File: config.mk
export PLATFORM = sky130hd
export DESIGN_NAME = ifd_decoder
export DESIGN_NICKNAME = d
export VERILOG_FILES = /design/src/ifd_pkg.sv /design/src/ifd_rotate_mask.sv /design/src/ifd_decoder.sv
export SDC_FILE = /design/constraint.sdc
export NUM_CORES = 1
export LEC_CHECK = 0
export ABC_CLOCK_PERIOD_IN_PS = 9300
export BUFFER_PORTS_ARGS = -buffer_cell sky130_fd_sc_hd__buf_2
export CORE_AREA = 2 2 308 310
export CTS_CLUSTER_SIZE = 16
export DETAILED_ROUTE_END_ITERATION = 8
export DIE_AREA = 0 0 310 312
export SLEW_MARGIN = 0
export SYNTH_ARGS = -nofsm -noshare
export SYNTH_HDL_FRONTEND = slang
export SYNTH_SLANG_ARGS = --single-unit
File: constraint.sdc
create_clock -name i_clk -period 9.3 [get_ports i_clk]
set_input_delay 1.86 -clock i_clk [delete_from_list [all_inputs] [get_ports i_clk]]
set_output_delay 1.86 -clock i_clk [all_outputs]
set_load 0.1 [all_outputs]
File: src/ifd_pkg.sv
// Shared constants for the instruction field decoder.
package ifd_pkg;

    // Field start positions; bit 0 is the most significant instruction bit.
    localparam int POS_OPCODE = 0;
    localparam int POS_TRAP = 6;
    localparam int POS_FP_MASK = 7;
    localparam int POS_BR_DISP = 6;
    localparam int POS_GPR_FIRST = 11;
    localparam int POS_SEG = 12;
    localparam int POS_SPR = 11;
    localparam int POS_CR_MASK = 12;
    localparam int POS_FP_SRC1 = 11;
    localparam int POS_FP_SRC2 = 16;
    localparam int POS_FP_SRC3 = 21;
    localparam int POS_IMM = 16;
    localparam int POS_STR_CNT = 16;
    localparam int POS_FP_IMM = 16;
    localparam int POS_SVC_WIDE = 16;
    localparam int POS_SVC_INDEX = 20;
    localparam int POS_OV_EN = 21;
    localparam int POS_MASK_START = 21;
    localparam int POS_MASK_STOP = 26;
    localparam int POS_SVC_NARROW = 27;
    localparam int POS_SVC_ABS = 30;
    localparam int POS_LINK = 31;
    localparam int POS_RECORD = 31;

    // Field widths.
    localparam int W_OPCODE = 6;
    localparam int W_REG = 5;
    localparam int W_SEG = 4;
    localparam int W_SPR = 10;
    localparam int W_FP_MASK = 8;
    localparam int W_CR_MASK = 8;
    localparam int W_BR_DISP = 24;
    localparam int W_IMM = 16;
    localparam int W_NIBBLE = 4;
    localparam int W_SVC_INDEX = 7;
    localparam int W_SVC_NARROW = 3;
    localparam int W_SVC_TARGET = 13;

    // Primary operation codes steering the first decode level.
    localparam logic [5:0] OPC_TRAP_IMM = 6'h03;
    localparam logic [5:0] OPC_SVC = 6'h11;
    localparam logic [5:0] OPC_BRANCH = 6'h12;
    localparam logic [5:0] OPC_FX_EXT = 6'h1f;
    localparam logic [5:0] OPC_FP_SINGLE = 6'h3b;
    localparam logic [5:0] OPC_FP_DOUBLE = 6'h3f;

    // Register port map and reset values.
    localparam logic [3:0] REG_CTRL = 4'h0;
    localparam logic [3:0] REG_STATUS = 4'h4;
    localparam int CTRL_MODE64 = 0;
    localparam logic CTRL_MODE64_RST = 1'b1;
    localparam logic [15:0] COUNT_RST = 16'h0000;
    localparam logic [3:0] INSN_BYTES = 4'h4;

endpackage

File: src/ifd_rotate_mask.sv
// Rotate mask generator built from a start and a stop index.
module ifd_rotate_mask (
    // Indices, bit 0 being the most significant mask bit.
    input wire logic [4:0] i_start,
    input wire logic [4:0] i_stop,
    // Resulting mask.
    output logic [31:0] o_mask
);

    always_comb begin
        for (int i = 0; i < 32; i++) begin
            if (i_start <= i_stop) begin
                o_mask[31 - i] = (i >= i_start) && (i <= i_stop);
            end else begin
                // Start above stop wraps; start equal to stop plus one
                // leaves an empty zero run, so the mask is all ones.
                o_mask[31 - i] = !((i > i_stop) && (i < i_start));
            end
        end
    end

endmodule // ifd_rotate_mask

File: src/ifd_decoder.sv
// Instruction field decoder with registered outputs and a small register port.
module ifd_decoder (
    // Clock and reset.
    input wire logic i_clk,
    input wire logic i_rst_n,
    // Instruction from fetch.
    input wire logic i_insn_valid,
    input wire logic [31:0] i_insn,
    input wire logic [63:0] i_insn_addr,
    // Execution results and operands.
    input wire logic [63:0] i_fx_result,
    input wire logic i_summary_overflow,
    input wire logic [3:0] i_fp_exceptions,
    input wire logic [63:0] i_trap_a,
    input wire logic [63:0] i_trap_b,
    // Register port.
    input wire logic [3:0] i_reg_addr,
    input wire logic [31:0] i_reg_wdata,
    input wire logic i_reg_we,
    input wire logic i_reg_re,
    output logic [31:0] o_reg_rdata,
    // Decoded fields.
    output logic o_valid,
    output logic [5:0] o_primary_opcode,
    output logic [4:0] o_first_gpr_operand,
    output logic [3:0] o_segment_register_select,
    output logic [9:0] o_special_register_select,
    output logic [4:0] o_fp_source_one,
    output logic [4:0] o_fp_source_two,
    output logic [4:0] o_fp_source_three,
    output logic [4:0] o_string_byte_count,
    output logic [63:0] o_signed_imm,
    output logic [63:0] o_unsigned_imm,
    output logic [63:0] o_branch_disp,
    output logic [31:0] o_rotate_mask,
    output logic [31:0] o_cr_write_mask,
    output logic [31:0] o_fp_status_write_mask,
    output logic [3:0] o_fp_status_imm,
    // Link, condition, overflow and trap controls.
    output logic o_link_we,
    output logic [63:0] o_link_data,
    output logic o_cr_we,
    output logic [7:0] o_cr_data,
    output logic o_ov_update_en,
    output logic o_trap_taken,
    // Service call controls.
    output logic o_svc_target_valid,
    output logic [12:0] o_svc_target,
    output logic [3:0] o_svc_wide_field,
    output logic [2:0] o_svc_narrow_field
);

    // Field of width w starting at big-endian position p.
    function automatic logic [31:0] fld(input logic [31:0] insn,
                                        input int p, input int w);
        logic [31:0] v;
        v = insn >> (32 - p - w);
        return v & ((32'h1 << w) - 32'h1);
    endfunction

    // Expands an 8-bit field mask, first bit to field 0, into nibbles.
    function automatic logic [31:0] nibble_mask(input logic [7:0] m);
        logic [31:0] r;
        r = 32'h0;
        for (int f = 0; f < 8; f++) begin
            r[31 - 4 * f -: 4] = {4{m[7 - f]}};
        end
        return r;
    endfunction

    logic [31:0] ctrl_q;
    logic [15:0] count_q;
    logic [5:0] opcode;
    logic is_branch;
    logic is_svc;
    logic is_fp;
    logic mode64;
    logic [63:0] next_addr;
    logic [63:0] fx_val;
    logic [63:0] ta;
    logic [63:0] tb;
    logic [4:0] trap_bits;
    logic trap_d;
    logic [3:0] cr_fx;
    logic [31:0] rot_mask;
    logic [63:0] disp64;
    logic [63:0] simm64;

    assign mode64 = ctrl_q[ifd_pkg::CTRL_MODE64];
    assign opcode = 6'(fld(i_insn, ifd_pkg::POS_OPCODE,
                           ifd_pkg::W_OPCODE));
    assign is_branch = opcode == ifd_pkg::OPC_BRANCH;
    assign is_svc = opcode == ifd_pkg::OPC_SVC;
    assign is_fp = (opcode == ifd_pkg::OPC_FP_SINGLE)
        || (opcode == ifd_pkg::OPC_FP_DOUBLE);
    assign next_addr = i_insn_addr + 64'(ifd_pkg::INSN_BYTES);

    // Displacement: 24 bits, two zeros below, sign-extended.
    assign disp64 = {{38{i_insn[25]}}, i_insn[25:2], 2'b00};
    assign simm64 = {{48{i_insn[15]}}, i_insn[15:0]};

    // Comparisons use the low word unless the wide mode is on.
    assign fx_val = mode64 ? i_fx_result
        : {{32{i_fx_result[31]}}, i_fx_result[31:0]};
    assign ta = mode64 ? i_trap_a : {{32{i_trap_a[31]}}, i_trap_a[31:0]};
    assign tb = mode64 ? i_trap_b : {{32{i_trap_b[31]}}, i_trap_b[31:0]};
    assign trap_bits = 5'(fld(i_insn, ifd_pkg::POS_TRAP, ifd_pkg::W_REG));

    // Trap bit k sits at instruction bit 6 + k, so trap_bits[4] is bit 0.
    // Every enabled comparison that holds raises the trap on its own.
    always_comb begin
        trap_d = 1'b0;
        if (trap_bits[4] && ($signed(ta) < $signed(tb))) begin
            trap_d = 1'b1;
        end
        if (trap_bits[3] && ($signed(ta) > $signed(tb))) begin
            trap_d = 1'b1;
        end
        if (trap_bits[2] && (ta == tb)) begin
            trap_d = 1'b1;
        end
        if (trap_bits[1] && (ta < tb)) begin
            trap_d = 1'b1;
        end
        if (trap_bits[0] && (ta > tb)) begin
            trap_d = 1'b1;
        end
    end

    // Less, greater, equal, then the summary overflow copy.
    assign cr_fx = {$signed(fx_val) < 0, $signed(fx_val) > 0,
                    fx_val == 64'h0, i_summary_overflow};

    ifd_rotate_mask u_rotate_mask (
        .i_start(5'(fld(i_insn, ifd_pkg::POS_MASK_START, ifd_pkg::W_REG))),
        .i_stop(5'(fld(i_insn, ifd_pkg::POS_MASK_STOP, ifd_pkg::W_REG))),
        .o_mask(rot_mask)
    );

    // Register port: control is writable, status shows decode history.
    // Read data fall back to zero after their one cycle, so a stale word
    // never lingers; the instruction count wraps silently.
    always_ff @(posedge i_clk) begin
        if (!i_rst_n) begin
            ctrl_q <= 32'h0;
            ctrl_q[ifd_pkg::CTRL_MODE64] <= ifd_pkg::CTRL_MODE64_RST;
        end else if (i_reg_we && (i_reg_addr == ifd_pkg::REG_CTRL)) begin
            ctrl_q <= {31'h0, i_reg_wdata[ifd_pkg::CTRL_MODE64]};
        end
    end

    always_ff @(posedge i_clk) begin
        if (!i_rst_n) begin
            count_q <= ifd_pkg::COUNT_RST;
        end else if (i_insn_valid) begin
            count_q <= count_q + 16'h1;
        end
    end

    always_ff @(posedge i_clk) begin
        if (!i_rst_n) begin
            o_reg_rdata <= 32'h0;
        end else if (i_reg_re) begin
            case (i_reg_addr)
                ifd_pkg::REG_CTRL: o_reg_rdata <= ctrl_q;
                ifd_pkg::REG_STATUS: begin
                    o_reg_rdata <= {count_q, 6'h0, o_cr_we, o_link_we,
                                    2'h0, o_primary_opcode};
                end
                default: o_reg_rdata <= 32'h0;
            endcase
        end else begin
            o_reg_rdata <= 32'h0;
        end
    end

    // Plain field extraction, captured for every valid instruction.
    always_ff @(posedge i_clk) begin
        if (!i_rst_n) begin
            o_valid <= 1'b0;
            o_primary_opcode <= 6'h0;
            o_first_gpr_operand <= 5'h0;
            o_segment_register_select <= 4'h0;
            o_special_register_select <= 10'h0;
            o_fp_source_one <= 5'h0;
            o_fp_source_two <= 5'h0;
            o_fp_source_three <= 5'h0;
            o_string_byte_count <= 5'h0;
            o_fp_status_imm <= 4'h0;
        end else begin
            o_valid <= i_insn_valid;
            if (i_insn_valid) begin
                o_primary_opcode <= opcode;
                o_first_gpr_operand <= 5'(fld(i_insn,
                    ifd_pkg::POS_GPR_FIRST, ifd_pkg::W_REG));
                o_segment_register_select <= 4'(fld(i_insn,
                    ifd_pkg::POS_SEG, ifd_pkg::W_SEG));
                o_special_register_select <= 10'(fld(i_insn,
                    ifd_pkg::POS_SPR, ifd_pkg::W_SPR));
                o_fp_source_one <= 5'(fld(i_insn,
                    ifd_pkg::POS_FP_SRC1, ifd_pkg::W_REG));
                o_fp_source_two <= 5'(fld(i_insn,
                    ifd_pkg::POS_FP_SRC2, ifd_pkg::W_REG));
                o_fp_source_three <= 5'(fld(i_insn,
                    ifd_pkg::POS_FP_SRC3, ifd_pkg::W_REG));
                o_string_byte_count <= 5'(fld(i_insn,
                    ifd_pkg::POS_STR_CNT, ifd_pkg::W_REG));
                o_fp_status_imm <= 4'(fld(i_insn,
                    ifd_pkg::POS_FP_IMM, ifd_pkg::W_NIBBLE));
            end
        end
    end

    // Immediates, displacement and masks.
    // In the narrow mode the upper word reads as zero, so a unit that only
    // looks at the low word sees the same value in both modes.
    always_ff @(posedge i_clk) begin
        if (!i_rst_n) begin
            o_signed_imm <= 64'h0;
            o_unsigned_imm <= 64'h0;
            o_branch_disp <= 64'h0;
            o_rotate_mask <= 32'h0;
            o_cr_write_mask <= 32'h0;
            o_fp_status_write_mask <= 32'h0;
        end else if (i_insn_valid) begin
            o_signed_imm <= mode64 ? simm64
                : {32'h0, simm64[31:0]};
            o_unsigned_imm <= {48'h0, i_insn[15:0]};
            o_branch_disp <= mode64 ? disp64
                : {32'h0, disp64[31:0]};
            o_rotate_mask <= rot_mask;
            o_cr_write_mask <= nibble_mask(8'(fld(i_insn,
                ifd_pkg::POS_CR_MASK, ifd_pkg::W_CR_MASK)));
            o_fp_status_write_mask <= nibble_mask(8'(fld(i_insn,
                ifd_pkg::POS_FP_MASK, ifd_pkg::W_FP_MASK)));
        end
    end

    // Link register update for branches and service calls.
    // Link and record share the last instruction bit; the opcode decides
    // which meaning applies, so the two write pulses never meet.
    always_ff @(posedge i_clk) begin
        if (!i_rst_n) begin
            o_link_we <= 1'b0;
            o_link_data <= 64'h0;
        end else begin
            o_link_we <= i_insn_valid && (is_branch || is_svc)
                && i_insn[31 - ifd_pkg::POS_LINK];
            if (i_insn_valid) begin
                o_link_data <= mode64 ? next_addr
                    : {32'h0, next_addr[31:0]};
            end
        end
    end

    // Condition register update from the record bit.
    // The data are formed for every word; the write pulse alone says
    // whether the condition register takes them.
    always_ff @(posedge i_clk) begin
        if (!i_rst_n) begin
            o_cr_we <= 1'b0;
            o_cr_data <= 8'h0;
        end else begin
            o_cr_we <= i_insn_valid && !is_branch && !is_svc
                && i_insn[31 - ifd_pkg::POS_RECORD];
            if (i_insn_valid) begin
                if (is_fp) begin
                    o_cr_data <= {4'h0, i_fp_exceptions};
                end else begin
                    o_cr_data <= {cr_fx, 4'h0};
                end
            end
        end
    end

    // Overflow enable and trap outcome.
    // Both are pulses; the execution units act only in the cycle they stand.
    always_ff @(posedge i_clk) begin
        if (!i_rst_n) begin
            o_ov_update_en <= 1'b0;
            o_trap_taken <= 1'b0;
        end else begin
            o_ov_update_en <= i_insn_valid
                && (opcode == ifd_pkg::OPC_FX_EXT)
                && i_insn[31 - ifd_pkg::POS_OV_EN];
            o_trap_taken <= i_insn_valid && trap_d
                && ((opcode == ifd_pkg::OPC_TRAP_IMM)
                || (opcode == ifd_pkg::OPC_FX_EXT));
        end
    end

    // Service call target and pass-through fields.
    // The target is formed for every word; an absolute service call keeps
    // the valid pulse low, so the target is then of no use.
    always_ff @(posedge i_clk) begin
        if (!i_rst_n) begin
            o_svc_target_valid <= 1'b0;
            o_svc_target <= 13'h0;
            o_svc_wide_field <= 4'h0;
            o_svc_narrow_field <= 3'h0;
        end else begin
            o_svc_target_valid <= i_insn_valid && is_svc
                && !i_insn[31 - ifd_pkg::POS_SVC_ABS];
            if (i_insn_valid) begin
                o_svc_target <= {1'b1, 7'(fld(i_insn,
                    ifd_pkg::POS_SVC_INDEX, ifd_pkg::W_SVC_INDEX)),
                    5'h00};
                o_svc_wide_field <= 4'(fld(i_insn,
                    ifd_pkg::POS_SVC_WIDE, ifd_pkg::W_NIBBLE));
                o_svc_narrow_field <= 3'(fld(i_insn,
                    ifd_pkg::POS_SVC_NARROW,
                    ifd_pkg::W_SVC_NARROW));
            end
        end
    end

endmodule // ifd_decoder

### Word level (Yosys, flattened, before mapping)

Cells that the tools add are included.
W data, S select, Z words.

| word-level totals | value |
|---|---|
| bits in registers | 411 |

| operators by class | value |
|---|---|
| mux-type cells | 45 |
| equal/unequal tests | 8 |
| reduce and logical (&&, ||, !) cells | 116 |
| $add $sub $neg | 2 |
| order comparisons | 129 |

Operators with widths:

| cell | number |
|---|---|
| $mux W64 | 6 |
| $gt A64 B64 Y1 | 2 |
| $lt A64 B64 Y1 | 2 |
| $le A5 B5 Y1 const A | 16 |
| $logic_and A1 B1 Y1 | 77 |
| $ge A5 B5 Y1 const A | 15 |
| $gt A5 B5 Y1 const A | 15 |
| $lt A5 B5 Y1 const A | 15 |
| $add A64 B3 Y64 const B | 1 |
| $eq A64 B64 Y1 | 1 |
| $gt A64 B1 Y1 const B | 1 |
| $logic_not A64 Y1 | 1 |
| $lt A64 B1 Y1 const B | 1 |
| $pmux W32 S2 | 1 |
| $ge A4 B5 Y1 const A | 8 |
| $gt A4 B5 Y1 const A | 8 |
| $le A4 B5 Y1 const A | 8 |
| $lt A4 B5 Y1 const A | 8 |
| $mux W1 | 37 |
| $logic_not A1 Y1 | 33 |
| $ge A3 B5 Y1 const A | 4 |
| $gt A3 B5 Y1 const A | 4 |
| $le A3 B5 Y1 const A | 4 |
| $lt A3 B5 Y1 const A | 4 |
| other kinds (18) | 28 |

### Depth between registers and ports, before layout

| logic depth | value |
|---|---|
| word-level depth | 10 |
| mapped depth | 12 |
| mapped depth without buffers | 11 |

### Hierarchy

From an unflattened synthesis, not the netlist that was laid out.

| unflattened totals | value |
|---|---|
| cell total of the unflattened synthesis | 1,581 |
| area, all modules | 13,108.8 sq um |

Modules (own cells, without submodules):

| module | seq. area each (sq um) | cells each | times used | area an instance (sq um) |
|---|---|---|---|---|
| ifd_decoder | 3,723.6 | 1,438 | 1 | 12,147.9 |
| ifd_rotate_mask | 0.0 | 143 | 1 | 960.9 |

### Least setup slack after synthesis

OpenSTA, ideal clock, no wires.

| path | value |
|---|---|
| path type | input port to flip-flop |
| start point | input i_trap_b[31] |
| end point | register o_trap_taken |
| cell stages on the path | 12 |
| data arrival time | 4.183 ns |
| slack | 5.001 ns |
| buffers on the path | 1 |
| path through | inv_1 -> nor2_1 -> clkbuf_1 -> a21oi_1 -> ha_1 -> nand4_1 -> nor4_1 -> and4_1 -> mux2i_1 -> nand2_1 -> a211o_1 -> and3_1 |

| between the ends | value |
|---|---|
| word-level cells in the longest chain between the ends | 10 |
| elaborated cells on any way between the ends | 18 |
| classes of those cells | order compare: 4; eq/ne: 1; mux: 6; reduce/logical: 7 |

RTL lines:

| element | line | RTL |
|---|---|---|
| start: declaration | ifd_decoder.sv:15 | `input wire logic [63:0] i_trap_b,` |
| $mux W64 (*) | ifd_decoder.sv:106 | `assign tb = mode64 ? i_trap_b : {{32{i_trap_b[31]}}, i_trap_b[31:0]};` |
| $lt A64 B64 Y1 | ifd_decoder.sv:113 | `if (trap_bits[4] && ($signed(ta) < $signed(tb))) begin` |
| $logic_and A1 B1 Y1 | ifd_decoder.sv:113 |  |
| $mux W1 | ifd_decoder.sv:113 |  |
| $mux W1 | ifd_decoder.sv:116 | `if (trap_bits[3] && ($signed(ta) > $signed(tb))) begin` |
| $mux W1 | ifd_decoder.sv:119 | `if (trap_bits[2] && (ta == tb)) begin` |
| $mux W1 | ifd_decoder.sv:122 | `if (trap_bits[1] && (ta < tb)) begin` |
| $mux W1 (*) | ifd_decoder.sv:125 | `if (trap_bits[0] && (ta > tb)) begin` |
| $logic_and A1 B1 Y1 (*) | ifd_decoder.sv:286 | `o_trap_taken <= i_insn_valid && trap_d` |
| $logic_and A1 B1 Y1 (*) | ifd_decoder.sv:287 | `&& ((opcode == ifd_pkg::OPC_TRAP_IMM)` |
| end signal: assignment | ifd_decoder.sv:286 |  |
| end: declaration | ifd_decoder.sv:45 | `output logic o_trap_taken,` |

Mark *: on every way between the ends. The rest lies on a longest branch, timed or not.
A chain may end at the register's enable or synchronous reset.

==> run metrics <==
status=finished, final reports clean; setup total negative slack=0 ns; Detailed Routing Iterations Pass 1=5; remaining antenna violation count=0; number of cells produced by synthesis=1,553; global router's overall resource usage=0.111; clock tree from TritonCTS=done; top-level I/O count=801; last weighted congestion value of the routability-driven placer=0.823; count of routing violations after the opening detailed-route iteration=662; effective utilization at floorplan=0.135; final-report max-slew violation count=0; antenna violations before repair=24; Area Overhead vs Synth=28.8%; clock buffer count from CTS=17; number of distinct library cells after synthesis=68; relative slew slack=0.268; Leak=7.99 nW; clock network latency to the later pin of the worst-skew pair=0.50 ns; achievable frequency=0.206 GHz; Startpoint Class=input port; final critical path time including I/O delays and setup=4.85 ns; RSZ-0062 raised after global routing=no; Final Hold Vio Count=0; worst min path class=flop to flop; classification of the worst setup path=input port to flop; wire length of the first global-routing pass=76,300 um; maximum number of pins on one net before global-route repair=76; Rows=112; Stages on worst setup path=5; GRT overflow=0; Req. time, crit path=9.70 ns; crit share post-route=0.522; buffer and inverter count on the worst path=2; detail-routed via count per cell=3.70; count of warnings emitted by yosys=0; final routed DRC violation total=0; share of the synthesized area in the top cell type=0.297; core utilization of the finished layout=0.173; critical-path cell list=buf_6 -> nand2_1 -> inv_1 -> nand2_1 -> o21ai_0; share of flip-flops with an asynchronous set or reset=0; PwrDens=185 nW/um^2; Clock Tree Buf Depth=2; average instance area after synthesis=8.06 um^2; worst ir drop on vdd=0.000191 V; total of flip-flops plus latches after synthesis=186; DP Wirelength=46,200 um; sequential fraction of the synthesis area=0.297; Critical Path Fanout Max=47; number of gates resized after CTS=0; Root Buffer Master=sky130_fd_sc_hd__clkbuf_16; worst slack at placement=3.78 ns; maximum cell stage delay along the critical path=0.86 ns; average wire per cell in the routed design=17.3 um; leading register cell type out of synthesis=sky130_fd_sc_hd__dfxtp_1; floorplan die width=310 um; endpoints failing setup=0; number of buffers inserted for hold repair after clock tree synthesis=0; Die Ht=312 um; Top delay family on crit path=simple AND/OR/NAND/NOR gates; total vias in the final route=12,100; CTS H-tree lvls=4; worst setup margin=4.45 ns; depth of the worst register-to-register path=11; Hold Path Depth=2; count of input and output buffers=706; netlist area before placement=12,500 um^2; EDFF count, synth=0; clock sink total=186; DIE AREA=96,700 um^2; worst-case clock skew=0.0156 ns; CTS clock-pin slew for the worst setup and hold paths=0.08 ns; wire length after detailed routing=56,200 um; data arrival time of the critical path=5.25 ns; Worst Max-Slew Pin Slew=1.10 ns; Max Cap Viol=0; setup fix buffers added after clock tree synthesis=0; synth top area cells=sky130_fd_sc_hd__dfxtp_1 (30%), sky130_fd_sc_hd__buf_4 (18%), sky130_fd_sc_hd__ha_1 (7.1%); proportion of layout cells with a drive suffix above 1=0.384; most used cell, CP=sky130_fd_sc_hd__nand2_1; Critical Path Sink Type=flop; vias in the first global route=10,900; Post-layout nets=2,390; total core area=93,000 um^2; critical path's slowest cell=sky130_fd_sc_hd__inv_1; Yosys top cell by area=sky130_fd_sc_hd__dfxtp_1
[final cells by class]
type	instances	area (um^2)
Multi-Input combinational cell	1015	6360
Sequential cell	186	3720
Tap cell	1254	1570
Antenna cell	8	20.0
Clock buffer	17	425
Timing Repair Buffer	716	3610
Fill cell	10700	76900
Inverter	49	185
Clock inverter	15	239
[kinds of logic (layout without fill, tap and decap cells)]
family	after synthesis	in the layout	synth area share
AOI/OAI and AO/OA	268	268	0.130
muxes	39	39	0.0313
xor gates and xnor gates	69	69	0.0483
and+or+nand+nor	484	484	0.191
other	1	71	0.000299
adders and majority gates	92	92	0.0877
buffers and inverters	414	797	0.214
DFF	186	186	0.297
[cell usage in the layout, fill, tap and decap left out, drive strengths merged, types with 13 or more instances in the layout]
cell type / synthesis / final
a21oi: 88 / 88
o21ai: 87 / 87
buf: 305 / 716
and3: 16 / 16
and4: 13 / 13
xor2: 42 / 42
mux2i: 38 / 38
nand4: 40 / 40
maj3: 21 / 21
inv: 48 / 56
ha: 71 / 71
dfxtp: 186 / 186
xnor2: 27 / 27
nor3: 15 / 15
nor2: 102 / 102
nand2: 174 / 174
nor4: 23 / 23
conb: 1 / 63
and2: 26 / 26
a211oi: 19 / 19
clkbuf: 60 / 17
nand3: 45 / 45
[layer usage]
layer,vias up,wire (um),track usage
met5,-,54,0
met2,511,26900,0.184
li1,5866,-,-
met3,67,4660,0.0359
met1,5609,23000,0.129
met4,8,1640,0.0471
[worst register-to-register path, cell delays in order, from the launching register on]
cell and delay (ns):
sky130_fd_sc_hd__dfxtp_2 0.53, sky130_fd_sc_hd__buf_4 0.38, sky130_fd_sc_hd__buf_4 0.47, sky130_fd_sc_hd__a21oi_1 0.15, sky130_fd_sc_hd__ha_1 0.38, sky130_fd_sc_hd__nand4_1 0.19
sky130_fd_sc_hd__nor4_1 0.57, sky130_fd_sc_hd__and4_1 0.46, sky130_fd_sc_hd__mux2i_1 0.28, sky130_fd_sc_hd__nand2_1 0.08, sky130_fd_sc_hd__a211o_1 0.25, sky130_fd_sc_hd__and3_1 0.14
[metrics by stage]
step                hold slack (ns)  instances  total power [mW]  area [um^2]
detailed placement            0.437       3220              2.17        15500
floorplan                     0.452       1615              2.00        12800
global placement              0.430       3220              2.16        15500
global route                  0.468       3258              3.12        16100
finish                        0.445       3260              2.98        16100
CTS                           0.449       3252              3.04        16100
[sequential cells by signal, indices dropped and copies added (netlist names), 6 cells and up]
| register | cells |
|---|---|
| o_special_register_select | 6 |
| o_cr_data | 8 |
| o_reg_rdata | 24 |
| o_signed_imm | 8 |
| o_rotate_mask | 32 |
| o_primary_opcode | 6 |
| count_q | 16 |
| o_link_data | 64 |
[where the power goes]
group,internal [mW],switching (mW),total (mW),leakage (nW)
Combinational,0.200,1.06,1.26,6.14
Clock,0.384,0.458,0.842,0.317
Sequential,0.837,0.0406,0.878,1.53
Total,1.42,1.56,2.98,7.99
[synthesized netlist by cell type, types with 11 or more instances]
library cell / count
sky130_fd_sc_hd__nor2_1: 101
sky130_fd_sc_hd__xnor2_1: 27
sky130_fd_sc_hd__and3_1: 16
sky130_fd_sc_hd__nor3_1: 12
sky130_fd_sc_hd__and2_1: 26
sky130_fd_sc_hd__dfxtp_1: 186
sky130_fd_sc_hd__and4_1: 11
sky130_fd_sc_hd__nand2_1: 174
sky130_fd_sc_hd__nand3_1: 45
sky130_fd_sc_hd__inv_1: 47
sky130_fd_sc_hd__nand4_1: 39
sky130_fd_sc_hd__xor2_1: 42
sky130_fd_sc_hd__a211oi_1: 19
sky130_fd_sc_hd__a21oi_1: 88
sky130_fd_sc_hd__maj3_1: 21
sky130_fd_sc_hd__nor4_1: 22
sky130_fd_sc_hd__clkbuf_1: 60
sky130_fd_sc_hd__o21ai_0: 79
sky130_fd_sc_hd__buf_4: 299
sky130_fd_sc_hd__mux2i_1: 38
sky130_fd_sc_hd__ha_1: 71
[final timing paths]
kind,to,from,slack [ns]
worst max-delay path,o_link_data[52],i_insn_valid,4.45
worst max register to register,o_trap_taken,ctrl_q[0],5.35
worst min register to register,o_link_data[53],o_link_data[53],0.45
worst min-delay path,o_link_data[53],o_link_data[53],0.45
No activity file was read; power rests on OpenSTA's default activity.
